[src/core_state_pkg.sv]
// core_state_pkg: constants for the core architectural state block
// assumes: included before any module of the block; no other dependencies
package core_state_pkg;
  // ==========================================================
  // register file shape
  localparam int unsigned XLEN = 32;
  localparam int unsigned NUM_REGS = 16;
  localparam logic [3:0] IDX_LOW_LAST = 4'h7;
  localparam logic [3:0] IDX_HIGH_LAST = 4'hc;
  localparam logic [3:0] IDX_STACK = 4'hd;
  localparam logic [3:0] IDX_LINK = 4'he;
  localparam logic [3:0] IDX_PC = 4'hf;
  // ==========================================================
  // reset vectors and address map
  localparam logic [31:0] VEC_STACK_ADDR = 32'h0000_0000;
  localparam logic [31:0] VEC_PC_ADDR = 32'h0000_0004;
  localparam logic [2:0] REGION_CODE = 3'h0;
  localparam logic [2:0] REGION_SRAM = 3'h1;
  localparam logic [2:0] REGION_PERIPH = 3'h2;
  localparam logic [11:0] PRIVATE_TOP12 = 12'he00;
  // ==========================================================
  // status bit positions
  localparam int unsigned EXEC_STATE_BIT = 24;
  localparam int unsigned CTRL_SPSEL_BIT = 1;
  localparam int unsigned MASK_BIT = 0;
  localparam int unsigned EXC_NUM_W = 6;
  localparam logic [5:0] EXC_THREAD = 6'h00;
  localparam logic [5:0] EXC_NMI = 6'h02;
  localparam logic [5:0] EXC_HARD_FAULT = 6'h03;
  // ==========================================================
  // AXI4-Lite register offsets
  localparam logic [7:0] OFF_GPR_BASE = 8'h00;
  localparam logic [7:0] OFF_MAIN_SP = 8'h40;
  localparam logic [7:0] OFF_PROC_SP = 8'h44;
  localparam logic [7:0] OFF_PSR = 8'h48;
  localparam logic [7:0] OFF_MASK = 8'h4c;
  localparam logic [7:0] OFF_CONTROL = 8'h50;
  localparam logic [7:0] OFF_STATUS = 8'h54;
  localparam logic [7:0] OFF_EXC_NUM = 8'h58;
  localparam logic [1:0] RESP_OKAY = 2'h0;
  localparam logic [1:0] RESP_SLVERR = 2'h2;
  // ==========================================================
  // reset sequencer
  typedef enum logic [1:0] {
    SEQ_FETCH_SP = 2'b00,
    SEQ_FETCH_PC = 2'b01,
    SEQ_RUN = 2'b11
  } seq_state_t;
endpackage : core_state_pkg

[src/addr_region_decode.sv]
// addr_region_decode: maps a 32-bit address to a region with execute permission
// assumes: purely combinational, used once for fetches and once for data
`timescale 1ns/1ps
`default_nettype none
module addr_region_decode
  import core_state_pkg::*;
(
  input wire logic [31:0] addr,
  input wire logic is_fetch,
  output logic [2:0] region,
  output logic is_private,
  output logic is_mapped,
  output logic allowed
);
  // ==========================================================
  // region decode
  always_comb begin
    region = addr[31:29];
    is_private = (addr[31:20] == PRIVATE_TOP12);
    is_mapped = (region == REGION_CODE) || (region == REGION_SRAM) ||
                (region == REGION_PERIPH) || is_private;
    if (is_fetch) begin
      allowed = (region == REGION_CODE) || (region == REGION_SRAM);
    end else begin
      allowed = is_mapped;
    end
  end
endmodule : addr_region_decode
`default_nettype wire

[src/core_state.sv]
// core_state: architectural register state, reset vector fetch and address map
// assumes: one 20 MHz clock, synchronous active-low reset, memory answers
// vector reads on a valid/ready port, the execute stage drives the write ports
// Operation
// - sixteen 32-bit registers on a 32-bit datapath and memory port
// - registers 0-7 usable by all, 8-12 by a subset only
// - register 13 banked; control bit 1 picks process pointer in thread mode
// - after reset load main stack pointer from word at address zero
// - after reset load program counter from word at address four
// - vector bit 0 goes to execution-state bit; must be one
// - decode code, sram and peripheral regions from fixed bases
// - fetch allowed from code and sram only, data from any mapped region
// - 0xE0000000-0xE00FFFFF decodes to core-private space
// - register 14 holds return info; undefined after reset
// - register 15 holds program address; write redirects fetch
// - status flags keep earlier results; undefined reset value
// - exception number read-only, resets to zero
// - mask register resets to zero, blocks configurable exceptions
// - 32x32 multiply in one cycle, low 32 bits of the product only
// - pipeline of exactly three stages
// - mask bit 0 set disables all but hard fault, nmi, reset
// - handler mode uses main pointer; control writes ignored there
// - executing with execution-state bit clear raises hard fault
`timescale 1ns/1ps
`default_nettype none
module core_state
  import core_state_pkg::*;
(
  input wire logic clk,
  input wire logic rst_n,
  // vector fetch port
  output logic vec_req,
  output logic [31:0] vec_addr,
  input wire logic vec_ack,
  input wire logic [31:0] vec_data,
  // execute stage access
  input wire logic [3:0] rd_sel_a,
  input wire logic [3:0] rd_sel_b,
  input wire logic rd_full_set,
  output logic [31:0] rd_data_a,
  output logic [31:0] rd_data_b,
  output logic rd_sel_illegal,
  input wire logic wr_en,
  input wire logic [3:0] wr_sel,
  input wire logic [31:0] wr_data,
  input wire logic flags_we,
  input wire logic [3:0] flags_in,
  input wire logic mask_we,
  input wire logic mask_in,
  input wire logic control_we,
  input wire logic control_in,
  input wire logic exc_enter,
  input wire logic exc_return,
  input wire logic [5:0] exc_num_in,
  input wire logic [31:0] exc_link,
  input wire logic [31:0] mul_a,
  input wire logic [31:0] mul_b,
  output logic [31:0] mul_result,
  // pipeline and fetch
  input wire logic issue,
  input wire logic [31:0] data_addr,
  output logic running,
  output logic [31:0] fetch_addr,
  output logic fetch_fault,
  output logic data_fault,
  output logic data_private,
  output logic hard_fault_a,
  output logic [2:0] stage_valid,
  input wire logic [5:0] exc_req_num,
  input wire logic exc_req,
  output logic exc_allowed,
  // AXI4-Lite slave
  input wire logic [7:0] s_awaddr,
  input wire logic s_awvalid,
  output logic s_awready,
  input wire logic [31:0] s_wdata,
  input wire logic [3:0] s_wstrb,
  input wire logic s_wvalid,
  output logic s_wready,
  output logic [1:0] s_bresp,
  output logic s_bvalid,
  input wire logic s_bready,
  input wire logic [7:0] s_araddr,
  input wire logic s_arvalid,
  output logic s_arready,
  output logic [31:0] s_rdata,
  output logic [1:0] s_rresp,
  output logic s_rvalid,
  input wire logic s_rready
);
  // ==========================================================
  // state
  // sixteen 32-bit entries, 13 of them general
  logic [31:0] gpr_r [0:12];
  logic [31:0] main_stack_pointer_r;
  logic [31:0] process_stack_pointer_r;
  logic [31:0] link_register_r;
  logic [31:0] program_counter_r;
  logic [3:0] flags_r;
  logic exec_state_r;
  logic [5:0] exc_num_r;
  logic mask_r;
  logic spsel_r;
  seq_state_t seq_r;
  logic [2:0] pipe_r;
  logic [31:0] reg_view [0:15];
  logic handler_mode;
  logic use_process_sp;
  logic [31:0] stack_view;
  logic [31:0] psr_view;

  // bus-side decoded writes
  logic bus_wr;
  logic [7:0] bus_wr_addr;
  logic [31:0] bus_wr_data;

  assign handler_mode = (exc_num_r != EXC_THREAD);
  assign use_process_sp = spsel_r && !handler_mode;
  assign stack_view = use_process_sp ? process_stack_pointer_r : main_stack_pointer_r;
  assign running = (seq_r == SEQ_RUN);
  assign psr_view = {flags_r, 3'h0, exec_state_r, 18'h0_0000, exc_num_r};

  always_comb begin
    for (int i = 0; i < 13; i++) begin
      reg_view[i] = gpr_r[i];
    end
    reg_view[13] = stack_view;
    reg_view[14] = link_register_r;
    reg_view[15] = program_counter_r;
  end

  // high registers only for full-set instructions
  assign rd_sel_illegal = !rd_full_set &&
      ((rd_sel_a > IDX_LOW_LAST && rd_sel_a <= IDX_HIGH_LAST) ||
       (rd_sel_b > IDX_LOW_LAST && rd_sel_b <= IDX_HIGH_LAST));
  assign rd_data_a = reg_view[rd_sel_a];
  assign rd_data_b = reg_view[rd_sel_b];

  assign mul_result = mul_a * mul_b;

  // ==========================================================
  // reset sequencer
  // word at zero first, then word at four
  assign vec_req = (seq_r != SEQ_RUN);
  assign vec_addr = (seq_r == SEQ_FETCH_SP) ? VEC_STACK_ADDR : VEC_PC_ADDR;

  always_ff @(posedge clk) begin
    if (!rst_n) begin
      seq_r <= SEQ_FETCH_SP;
    end else begin
      case (seq_r)
        SEQ_FETCH_SP: begin
          if (vec_ack) begin
            seq_r <= SEQ_FETCH_PC;
          end
        end
        SEQ_FETCH_PC: begin
          if (vec_ack) begin
            seq_r <= SEQ_RUN;
          end
        end
        SEQ_RUN: seq_r <= SEQ_RUN;
        default: seq_r <= SEQ_FETCH_SP;
      endcase
    end
  end

  // ==========================================================
  // general registers and link
  // no reset on link; alike for flags
  always_ff @(posedge clk) begin
    if (running && wr_en && wr_sel <= IDX_HIGH_LAST) begin
      gpr_r[wr_sel] <= wr_data;
    end else if (bus_wr && bus_wr_addr[7:6] == OFF_GPR_BASE[7:6] &&
                 bus_wr_addr[5:2] <= IDX_HIGH_LAST) begin
      gpr_r[bus_wr_addr[5:2]] <= bus_wr_data;
    end
  end

  always_ff @(posedge clk) begin
    // return info on call or exception entry
    if (exc_enter) begin
      link_register_r <= exc_link;
    end else if (running && wr_en && wr_sel == IDX_LINK) begin
      link_register_r <= wr_data;
    end
  end

  always_ff @(posedge clk) begin
    if (flags_we) begin
      flags_r <= flags_in;
    end else if (bus_wr && bus_wr_addr == OFF_PSR) begin
      flags_r <= bus_wr_data[31:28];
    end
  end

  // ==========================================================
  // stack pointers
  always_ff @(posedge clk) begin
    if (seq_r == SEQ_FETCH_SP && vec_ack) begin
      main_stack_pointer_r <= vec_data;
    end else if (running && wr_en && wr_sel == IDX_STACK && !use_process_sp) begin
      main_stack_pointer_r <= wr_data;
    end else if (bus_wr && bus_wr_addr == OFF_MAIN_SP) begin
      main_stack_pointer_r <= bus_wr_data;
    end
  end

  always_ff @(posedge clk) begin
    // execute writes reach process pointer only when selected; bus writes always
    if (running && wr_en && wr_sel == IDX_STACK && use_process_sp) begin
      process_stack_pointer_r <= wr_data;
    end else if (bus_wr && bus_wr_addr == OFF_PROC_SP) begin
      process_stack_pointer_r <= bus_wr_data;
    end
  end

  // ==========================================================
  // program counter and execution state
  always_ff @(posedge clk) begin
    if (!rst_n) begin
      program_counter_r <= VEC_STACK_ADDR;
      exec_state_r <= 1'b0;
    end else if (seq_r == SEQ_FETCH_PC && vec_ack) begin
      program_counter_r <= {vec_data[31:1], 1'b0};
      // vector bit 0 into execution state
      exec_state_r <= vec_data[0];
    end else if (running && wr_en && wr_sel == IDX_PC) begin
      program_counter_r <= {wr_data[31:1], 1'b0};
    end else if (running && issue) begin
      program_counter_r <= program_counter_r + 32'h0000_0002;
    end
  end
  assign fetch_addr = program_counter_r;

  // ==========================================================
  // exception number, mask, control
  always_ff @(posedge clk) begin
    if (!rst_n) begin
      // resets to zero, software cannot write it
      exc_num_r <= EXC_THREAD;
    end else if (exc_enter) begin
      exc_num_r <= exc_num_in;
    end else if (exc_return) begin
      exc_num_r <= EXC_THREAD;
    end
  end

  always_ff @(posedge clk) begin
    if (!rst_n) begin
      mask_r <= 1'b0;
    end else if (mask_we) begin
      mask_r <= mask_in;
    end else if (bus_wr && bus_wr_addr == OFF_MASK) begin
      mask_r <= bus_wr_data[MASK_BIT];
    end
  end

  // mask spares hard fault and nmi
  assign exc_allowed = exc_req && (!mask_r || exc_req_num == EXC_NMI ||
                                   exc_req_num == EXC_HARD_FAULT);

  always_ff @(posedge clk) begin
    if (!rst_n) begin
      spsel_r <= 1'b0;
    end else if (exc_enter) begin
      spsel_r <= 1'b0;
    end else if (!handler_mode) begin
      // explicit writes ignored in handler mode
      if (control_we) begin
        spsel_r <= control_in;
      end else if (bus_wr && bus_wr_addr == OFF_CONTROL) begin
        spsel_r <= bus_wr_data[CTRL_SPSEL_BIT];
      end
    end
  end

  // ==========================================================
  // three-stage pipeline occupancy and faults
  // execution-state bit clear faults on issue
  assign hard_fault_a = running && issue && !exec_state_r;

  always_ff @(posedge clk) begin
    if (!rst_n) begin
      pipe_r <= 3'h0;
    end else if (hard_fault_a || (running && wr_en && wr_sel == IDX_PC)) begin
      // a redirect flushes what was fetched behind it
      pipe_r <= 3'h0;
    end else begin
      pipe_r <= {pipe_r[1:0], running && issue};
    end
  end
  assign stage_valid = pipe_r;

  logic fetch_ok;
  logic data_ok;
  addr_region_decode u_fetch_dec (
    .addr(program_counter_r),
    .is_fetch(1'b1),
    .region(),
    .is_private(),
    .is_mapped(),
    .allowed(fetch_ok)
  );
  addr_region_decode u_data_dec (
    .addr(data_addr),
    .is_fetch(1'b0),
    .region(),
    .is_private(data_private),
    .is_mapped(),
    .allowed(data_ok)
  );
  assign fetch_fault = running && !fetch_ok;
  assign data_fault = !data_ok;

  // ==========================================================
  // AXI4-Lite slave
  logic aw_held_r;
  logic w_held_r;
  logic [7:0] awaddr_r;
  logic [31:0] wdata_r;
  logic [3:0] wstrb_r;
  logic [31:0] wr_merge;
  logic wr_known;

  assign s_awready = !aw_held_r && !s_bvalid;
  assign s_wready = !w_held_r && !s_bvalid;

  always_ff @(posedge clk) begin
    if (!rst_n) begin
      aw_held_r <= 1'b0;
      w_held_r <= 1'b0;
      awaddr_r <= 8'h00;
      wdata_r <= 32'h0000_0000;
      wstrb_r <= 4'h0;
      s_bvalid <= 1'b0;
      s_bresp <= RESP_OKAY;
    end else begin
      if (s_awvalid && s_awready) begin
        aw_held_r <= 1'b1;
        awaddr_r <= s_awaddr;
      end
      if (s_wvalid && s_wready) begin
        w_held_r <= 1'b1;
        wdata_r <= s_wdata;
        wstrb_r <= s_wstrb;
      end
      if (bus_wr) begin
        aw_held_r <= 1'b0;
        w_held_r <= 1'b0;
        s_bvalid <= 1'b1;
        s_bresp <= wr_known ? RESP_OKAY : RESP_SLVERR;
      end else if (s_bvalid && s_bready) begin
        s_bvalid <= 1'b0;
      end
    end
  end

  assign bus_wr = aw_held_r && w_held_r && !s_bvalid;
  assign bus_wr_addr = awaddr_r;
  always_comb begin
    wr_merge = reg_read(awaddr_r);
    for (int b = 0; b < 4; b++) begin
      if (wstrb_r[b]) begin
        wr_merge[b*8 +: 8] = wdata_r[b*8 +: 8];
      end
    end
  end
  assign bus_wr_data = wr_merge;
  assign wr_known = (awaddr_r[7:6] == OFF_GPR_BASE[7:6] && awaddr_r[5:2] <= IDX_HIGH_LAST) ||
      awaddr_r == OFF_MAIN_SP || awaddr_r == OFF_PROC_SP || awaddr_r == OFF_PSR ||
      awaddr_r == OFF_MASK || awaddr_r == OFF_CONTROL;

  function automatic logic [31:0] reg_read(input logic [7:0] a);
    logic [31:0] v;
    v = 32'h0000_0000;
    if (a[7:6] == OFF_GPR_BASE[7:6]) begin
      v = reg_view[a[5:2]];
    end else begin
      case (a)
        OFF_MAIN_SP: v = main_stack_pointer_r;
        OFF_PROC_SP: v = process_stack_pointer_r;
        OFF_PSR: v = psr_view;
        OFF_MASK: v = {31'h0000_0000, mask_r};
        OFF_CONTROL: v = {30'h0000_0000, spsel_r, 1'b0};
        OFF_STATUS: v = {29'h0000_0000, handler_mode, use_process_sp, running};
        OFF_EXC_NUM: v = {26'h000_0000, exc_num_r};
        default: v = 32'h0000_0000;
      endcase
    end
    return v;
  endfunction : reg_read

  function automatic logic rd_known(input logic [7:0] a);
    return (a[7:6] == OFF_GPR_BASE[7:6]) || a == OFF_MAIN_SP || a == OFF_PROC_SP ||
        a == OFF_PSR || a == OFF_MASK || a == OFF_CONTROL || a == OFF_STATUS ||
        a == OFF_EXC_NUM;
  endfunction : rd_known

  assign s_arready = !s_rvalid;
  always_ff @(posedge clk) begin
    if (!rst_n) begin
      s_rvalid <= 1'b0;
      s_rdata <= 32'h0000_0000;
      s_rresp <= RESP_OKAY;
    end else if (s_arvalid && s_arready) begin
      s_rvalid <= 1'b1;
      s_rdata <= reg_read(s_araddr);
      s_rresp <= rd_known(s_araddr) ? RESP_OKAY : RESP_SLVERR;
    end else if (s_rvalid && s_rready) begin
      s_rvalid <= 1'b0;
    end
  end
endmodule : core_state
`default_nettype wire

[config.mk]
export PLATFORM = sky130hd
export DESIGN_NAME = core_state
export DESIGN_NICKNAME = d
export VERILOG_FILES = /design/src/core_state_pkg.sv /design/src/addr_region_decode.sv /design/src/core_state.sv
export SDC_FILE = /design/constraint.sdc
export NUM_CORES = 2
export LEC_CHECK = 0
export BUFFER_PORTS_ARGS = -buffer_cell sky130_fd_sc_hd__buf_2
export CAP_MARGIN = 0
export CORE_MARGIN = 8
export CORE_UTILIZATION = 35
export CTS_BUF_LIST = sky130_fd_sc_hd__clkbuf_4 sky130_fd_sc_hd__clkbuf_8 sky130_fd_sc_hd__clkbuf_16
export DETAILED_ROUTE_END_ITERATION = 12
export PLACE_DENSITY_LB_ADDON = 0.2
export SYNTH_ARGS = -nofsm -noshare
export SYNTH_HDL_FRONTEND = slang
export SYNTH_SLANG_ARGS = --single-unit
export TNS_END_PERCENT = 1
[constraint.sdc]
create_clock -name clk -period 14.4 [get_ports clk]
set_input_delay 3.6 -clock clk [delete_from_list [all_inputs] [get_ports clk]]
set_output_delay 3.6 -clock clk [all_outputs]
set_load 0.01 [all_outputs]
======== Word-level counts from Yosys, hierarchy flattened ========
Memory sizes are Yosys's and may differ from the RTL's.
Index checks and enable logic that the tools add are counted.
cells by class
  $add $sub $neg .......................... 1
  $mul .................................... 1
  order comparisons ....................... 10
  equal/unequal tests ..................... 28
  mux-type cells .......................... 57
  bitwise operators ....................... 6
  reduce and logical (&&, ||, !) cells .... 88
operator list
  kind                     count
  $mux W32                 22
  $bmux W32 S4             4
  $pmux W32 S7             2
  $eq A8 B7 Y1 const B     14
  $logic_and A1 B1 Y1      34
  $add A32 B2 Y32 const B  1
  $mul A32 B32 Y32         1
  $mux W8                  4
  $reduce_or A32 Y1        1
  $ge A5 B5 Y1 const B     4
  $logic_or A1 B1 Y1       20
  $not A4 Y5               4
  $le A4 B4 Y1 const B     4
  $reduce_bool A2 Y1       8
  $mux W1                  14
  $eq A12 B12 Y1 const B   1
  $eq A4 B4 Y1 const B     3
  $eq A6 B2 Y1 const B     2
  $mux W4                  3
  $mux W6                  2
  $logic_not A1 Y1         11
  $gt A4 B3 Y1 const B     2
  $mux W2                  4
  $eq A3 B1 Y1 const B     2
  other kinds (14)         24
word-level totals
  bits in registers ....................... 230
  memory bits (writable) .................. 416
  bits of input ports ..................... 291
  output and inout port bits .............. 212
  logic and storage cells ................. 214
  memories kept ........................... 1
memory list
  name   depth  width  read ports  clocked after memory_dff  wr ports  line              RTL
  gpr_r  13     32     13          0                         1         core_state.sv:94  logic [31:0] gpr_r [0:12];

======== Depth between registers and ports, before layout ========
  depth in word-level cells ............... 12
  gate-level depth with buffers ........... 27

======== Modules after synthesis ========
A second synthesis with hierarchy kept.
second synthesis, totals
  cell total of the unflattened synthesis .. 4762
  area, all modules ....................... 56696.9 um2
by module, submodules not included
  module              instances  cells an instance  area each (um2)
  core_state          1          4738               56464.2
  addr_region_decode  2          12                 116.4

======== Worst setup path after synthesis ========
No wires, ideal clock.
  path kind ............................... input to output
  from .................................... in mul_b[2]
  to ...................................... out mul_result[29]
  arrival time ............................ 9.792 ns
  slack ................................... 1.008 ns
  cell stages on the path ................. 23
  cell sequence ........................... clkbuf_1 -> clkbuf_1 -> nand2_1 -> fa_1 -> fa_1 -> fa_1 -> fa_1 -> inv_1 -> fa_1 -> inv_1 -> fa_1 -> inv_1 -> fa_1 -> fa_1 -> ha_1 -> a211oi_1 -> nor2_1 -> o21bai_1 -> a31o_2 -> o211ai_1 -> a31o_2 -> a21oi_1 -> xnor2_1
between the ends
  word-level cells in the longest chain between the ends .. 1
ends and longest elaborated chain
  item              line               RTL
  start, declared   core_state.sv:57   input wire logic [31:0] mul_b,
  $mul A32 B32 Y32  core_state.sv:139  assign mul_result = mul_a * mul_b;
  end, declared     core_state.sv:58   output logic [31:0] mul_result,
No other way between the ends.

======== Worst setup path in the final report ========
  from .................................... in mul_b[3]
  to ...................................... out mul_result[29]
The elaborated chain is that of the path after synthesis.

==> load_flow_metrics.sql <==
INSERT INTO impl_metrics (metric_group, metric, value, unit) VALUES
('flow_run', 'max-cap-violations', '0', ''),
('synthesis', 'synthArstFlopShare', '0', '%'),
('cells_and_area', 'layout-area-overhead-vs-synth', '12.6', '%'),
('die', 'core-area', '162000', 'um2'),
('die', 'die_x', '419', 'um'),
('worst_setup_path', 'timing.critical_path.buf_inv', '6', ''),
('cells_and_area', 'layout_common_cells', 'mux4_2, edfxtp_1, nand2_1', ''),
('grt', 'grt_first_pass_wirelength', '319000', 'um'),
('cts', 'count_of_hold_buffers_inserted_by_post_cts_repair', '0', ''),
('cts', 'clk_path_buf_depth', '3', ''),
('die', 'fp-row-count', '148', ''),
('power_and_ir_drop', 'power_report.internal_total', '0.00932', 'W'),
('synthesis', 'synth.distinct_cells', '67', ''),
('grt', 'grt_pass1_vias', '43300', ''),
('cts', 'post-cts-setup-buffers', '0', ''),
('synthesis', 'synth-seq-cells', '643', ''),
('worst_setup_path', 'cp.required', '10.80', 'ns'),
('sta', 'final_setup_violation_count', '0', ''),
('synthesis', 'yosysSeqAreaShare', '31.7', '%'),
('sta', 'grt_setup_unrepaired', 'false', ''),
('cts', 'cts.reportedPaths.clkPinSlew', '0.06', 'ns'),
('routing', 'drtIter0Drc', '4597', ''),
('worst_setup_path', 'max_incr_delay_on_cp', '0.55', 'ns'),
('status', 'outcome', 'complete, no violations', ''),
('cells_and_area', 'final_layout_size_suffix_gt1_share', '30.3', '%'),
('cts', 'cts-root-buf', 'clkbuf_16', ''),
('worst_setup_path', 'timing.critical_path.slowest_stage_cell', 'fa_1', ''),
('cts', 'cts_tree', 'built', ''),
('synthesis', 'synth_top_area_cell', 'edfxtp_1', ''),
('cells_and_area', 'layout_cell_area_excl_fill', '64000', 'um2'),
('sta', 'clock-skew-final', '0.0241', 'ns'),
('sta', 'max_clock_freq', '70.9', 'MHz'),
('power_and_ir_drop', 'share_of_power_burned_in_the_clock_network', '10.4', '%'),
('power_and_ir_drop', 'power_frac_comb', '78.1', '%'),
('sta', 'final.hold.worst_slack', '0.431', 'ns'),
('hold_path', 'holdCritPathClass', 'reg2reg', ''),
('synthesis', 'avgSynthCellArea', '12.4', 'um2'),
('worst_setup_path', 'startpoint_type', 'primary input', ''),
('worst_setup_path', 'crit_chain', 'buf_2 > and2_1 > fa_1 > inv_1 > fa_1 > fa_1 > fa_1 > inv_1 > fa_1 > inv_1 > fa_1 > inv_1 > fa_1 > fa_1 > ha_1 > a211oi_1 > nor2_1 > o21bai_1 > a31o_2 > o211ai_1 > a31o_2 > a21oi_1 > xnor2_1 > buf_2', ''),
('synthesis', 'netlist_instances', '4590', ''),
('power_and_ir_drop', 'vdd_ir_drop_max', '0.000919', 'V'),
('sta', 'final_period_minus_worst_setup_slack', '14.10', 'ns'),
('worst_setup_path', 'path_class', 'in2out', ''),
('cts', 'post_cts.resized_instances', '0', ''),
('placed_design', 'gpl.final_weighted_congestion', '0.874', ''),
('die', 'die_area', '176000', 'um2'),
('synthesis', 'synth_top_cells_by_area', 'edfxtp_1, mux4_2, fa_1, dfxtp_1, and2_1', ''),
('cts', 'cts-htree-levels', '3', ''),
('sta', 'setup_total_negative_slack', '0', 'ns'),
('sta', 'worst_slew_margin_rel', '23.3', '%'),
('sta', 'timing.final.crit_share', '97.9', '%'),
('placed_design', 'placement.io_buffers', '447', ''),
('grt', 'maximum_number_of_pins_on_one_net_before_global_route_repair', '85', ''),
('worst_setup_path', 'critical_path_depth', '24', ''),
('sta', 'final_max_slew_viol_count', '0', ''),
('power_and_ir_drop', 'power.density_cell_area', '291', 'nW/um2'),
('worst_setup_path', 'setup.worst_path.end_class', 'output port', ''),
('routing', 'post_drt_wl_per_cell', '31.4', 'um'),
('placed_design', 'detailed_place.area', '61500', 'um2'),
('worst_setup_path', 'timing.critical_path.max_delay_family', 'adder cells', ''),
('die', 'die_h', '419', 'um'),
('die', 'floorplan.initialDensity', '35.1', '%'),
('routing', 'route.antenna.remaining_nets', '0', ''),
('hold_path', 'hold_depth', '2', ''),
('cells_and_area', 'final_net_count', '5706', ''),
('worst_setup_path', 'worst_ep_arrival_time', '10.50', 'ns'),
('grt', 'initial_antenna_violation_count', '15', ''),
('die', 'count_of_pins_on_the_block_boundary', '503', ''),
('synthesis', 'synth_area', '56900', 'um2'),
('power_and_ir_drop', 'reported_net_switching_power', '0.00932', 'W'),
('cts', 'clk_latency', '0.67', 'ns');
[layout make-up]
cell class | instances | area [um2]
antenna | 5 | 12.5
clock buffer | 95 | 2070
clock inverter | 35 | 364
fill | 15600 | 98000
inverter | 440 | 1650
multi-input combinational | 3148 | 35800
sequential | 643 | 18000
tap | 2175 | 2720
timing repair buffer | 580 | 3330
[stage by stage]
| stage | total power [W] | utilization [%] | instances |
|---|---|---|---|
| final | 0.0186 | 39.5 | 7121 |
| after global routing | 0.0204 | 39.5 | 7119 |
| after CTS | 0.0195 | 39.5 | 7116 |
| after detailed placement | 0.0174 | 38.0 | 6986 |
| after global placement | 0.0174 | 38.0 | 6986 |
| after floorplan | 0.0102 | - | 4623 |
[sequential cells by signal (all words and copies together), names as in the netlist, 2 cells and up]
signal                   flops
gpr_r                      416
link_register_r             32
main_stack_pointer_r        32
process_stack_pointer_r     32
s_rdata                     32
wdata_r                     32
fetch_addr                  31
awaddr_r                     8
exc_num_r                    6
flags_r                      4
wstrb_r                      4
stage_valid                  3
seq_r                        2
[cells in the mapped netlist, types with 24 or more instances]
library cell and count:
nand2_1 496, nand3_1 37, nor2_1 127, nor2b_1 40, a31oi_1 48, xnor2_1 68
a221oi_1 62, mux4_2 581, mux2i_1 93, a21boi_0 58, ha_1 124, o221ai_1 24
dfxtp_1 127, o211a_1 25, a21oi_1 118, buf_2 37, and2_1 315, mux2_4 27
clkbuf_1 260, mux2_2 109, inv_1 440, buf_4 39, buf_1 51, o21ai_0 93
xor2_1 32, fa_1 408, edfxtp_1 516
[per-layer routing]
metal | GRT usage (%) | vias to the layer above | wire length [um] | part of all wire [%]
met4 | 14.4 | 4 | 15600 | 7.0
li1 | - | 17300 | - | -
met2 | 41.5 | 2292 | 108000 | 48
met1 | 30.6 | 22000 | 81300 | 36
met3 | 4.60 | 566 | 18700 | 8.4
met5 | 0.383 | - | 104 | 0.047
[power groups by stage]
stage	Combinational, W	Sequential [W]	Clock (W)
final	0.0145	0.00214	0.00195
after global routing	0.0162	0.00215	0.00203
after CTS	0.0153	0.00214	0.00197
after detailed placement	0.0152	0.00218	0
after global placement	0.0152	0.00218	0
after floorplan	0.00804	0.00215	0
[path summary, 6_finish.rpt]
kind	start	slack, ns	to
max	mul_b[3]	0.30	mul_result[29]
min	stage_valid[0]$_SDFF_PP0_	0.43	stage_valid[1]$_SDFF_PP0_
max reg2reg	exc_num_r[1]$_SDFFE_PN0P_	9.80	gpr_r[2][31]$_DFFE_PP_
min reg2reg	stage_valid[0]$_SDFF_PP0_	0.43	stage_valid[1]$_SDFF_PP0_
[tightest hold or removal path: stages (launching register included)]
cell,delay (ns)
dfxtp_1,0.31
inv_1,0.05
nor2_1,0.03
[kinds of logic after synthesis]
group,share of synthesized area [%]
other,0.00660
muxes,27.5
adders and majority gates,17.1
AOI/OAI and AO/OA,6.82
DFF,31.7
xor gates and xnor gates,1.54
buffers and inverters,5.89
and+or+nand+nor,9.40
No activity file was read; power rests on OpenSTA's default activity.
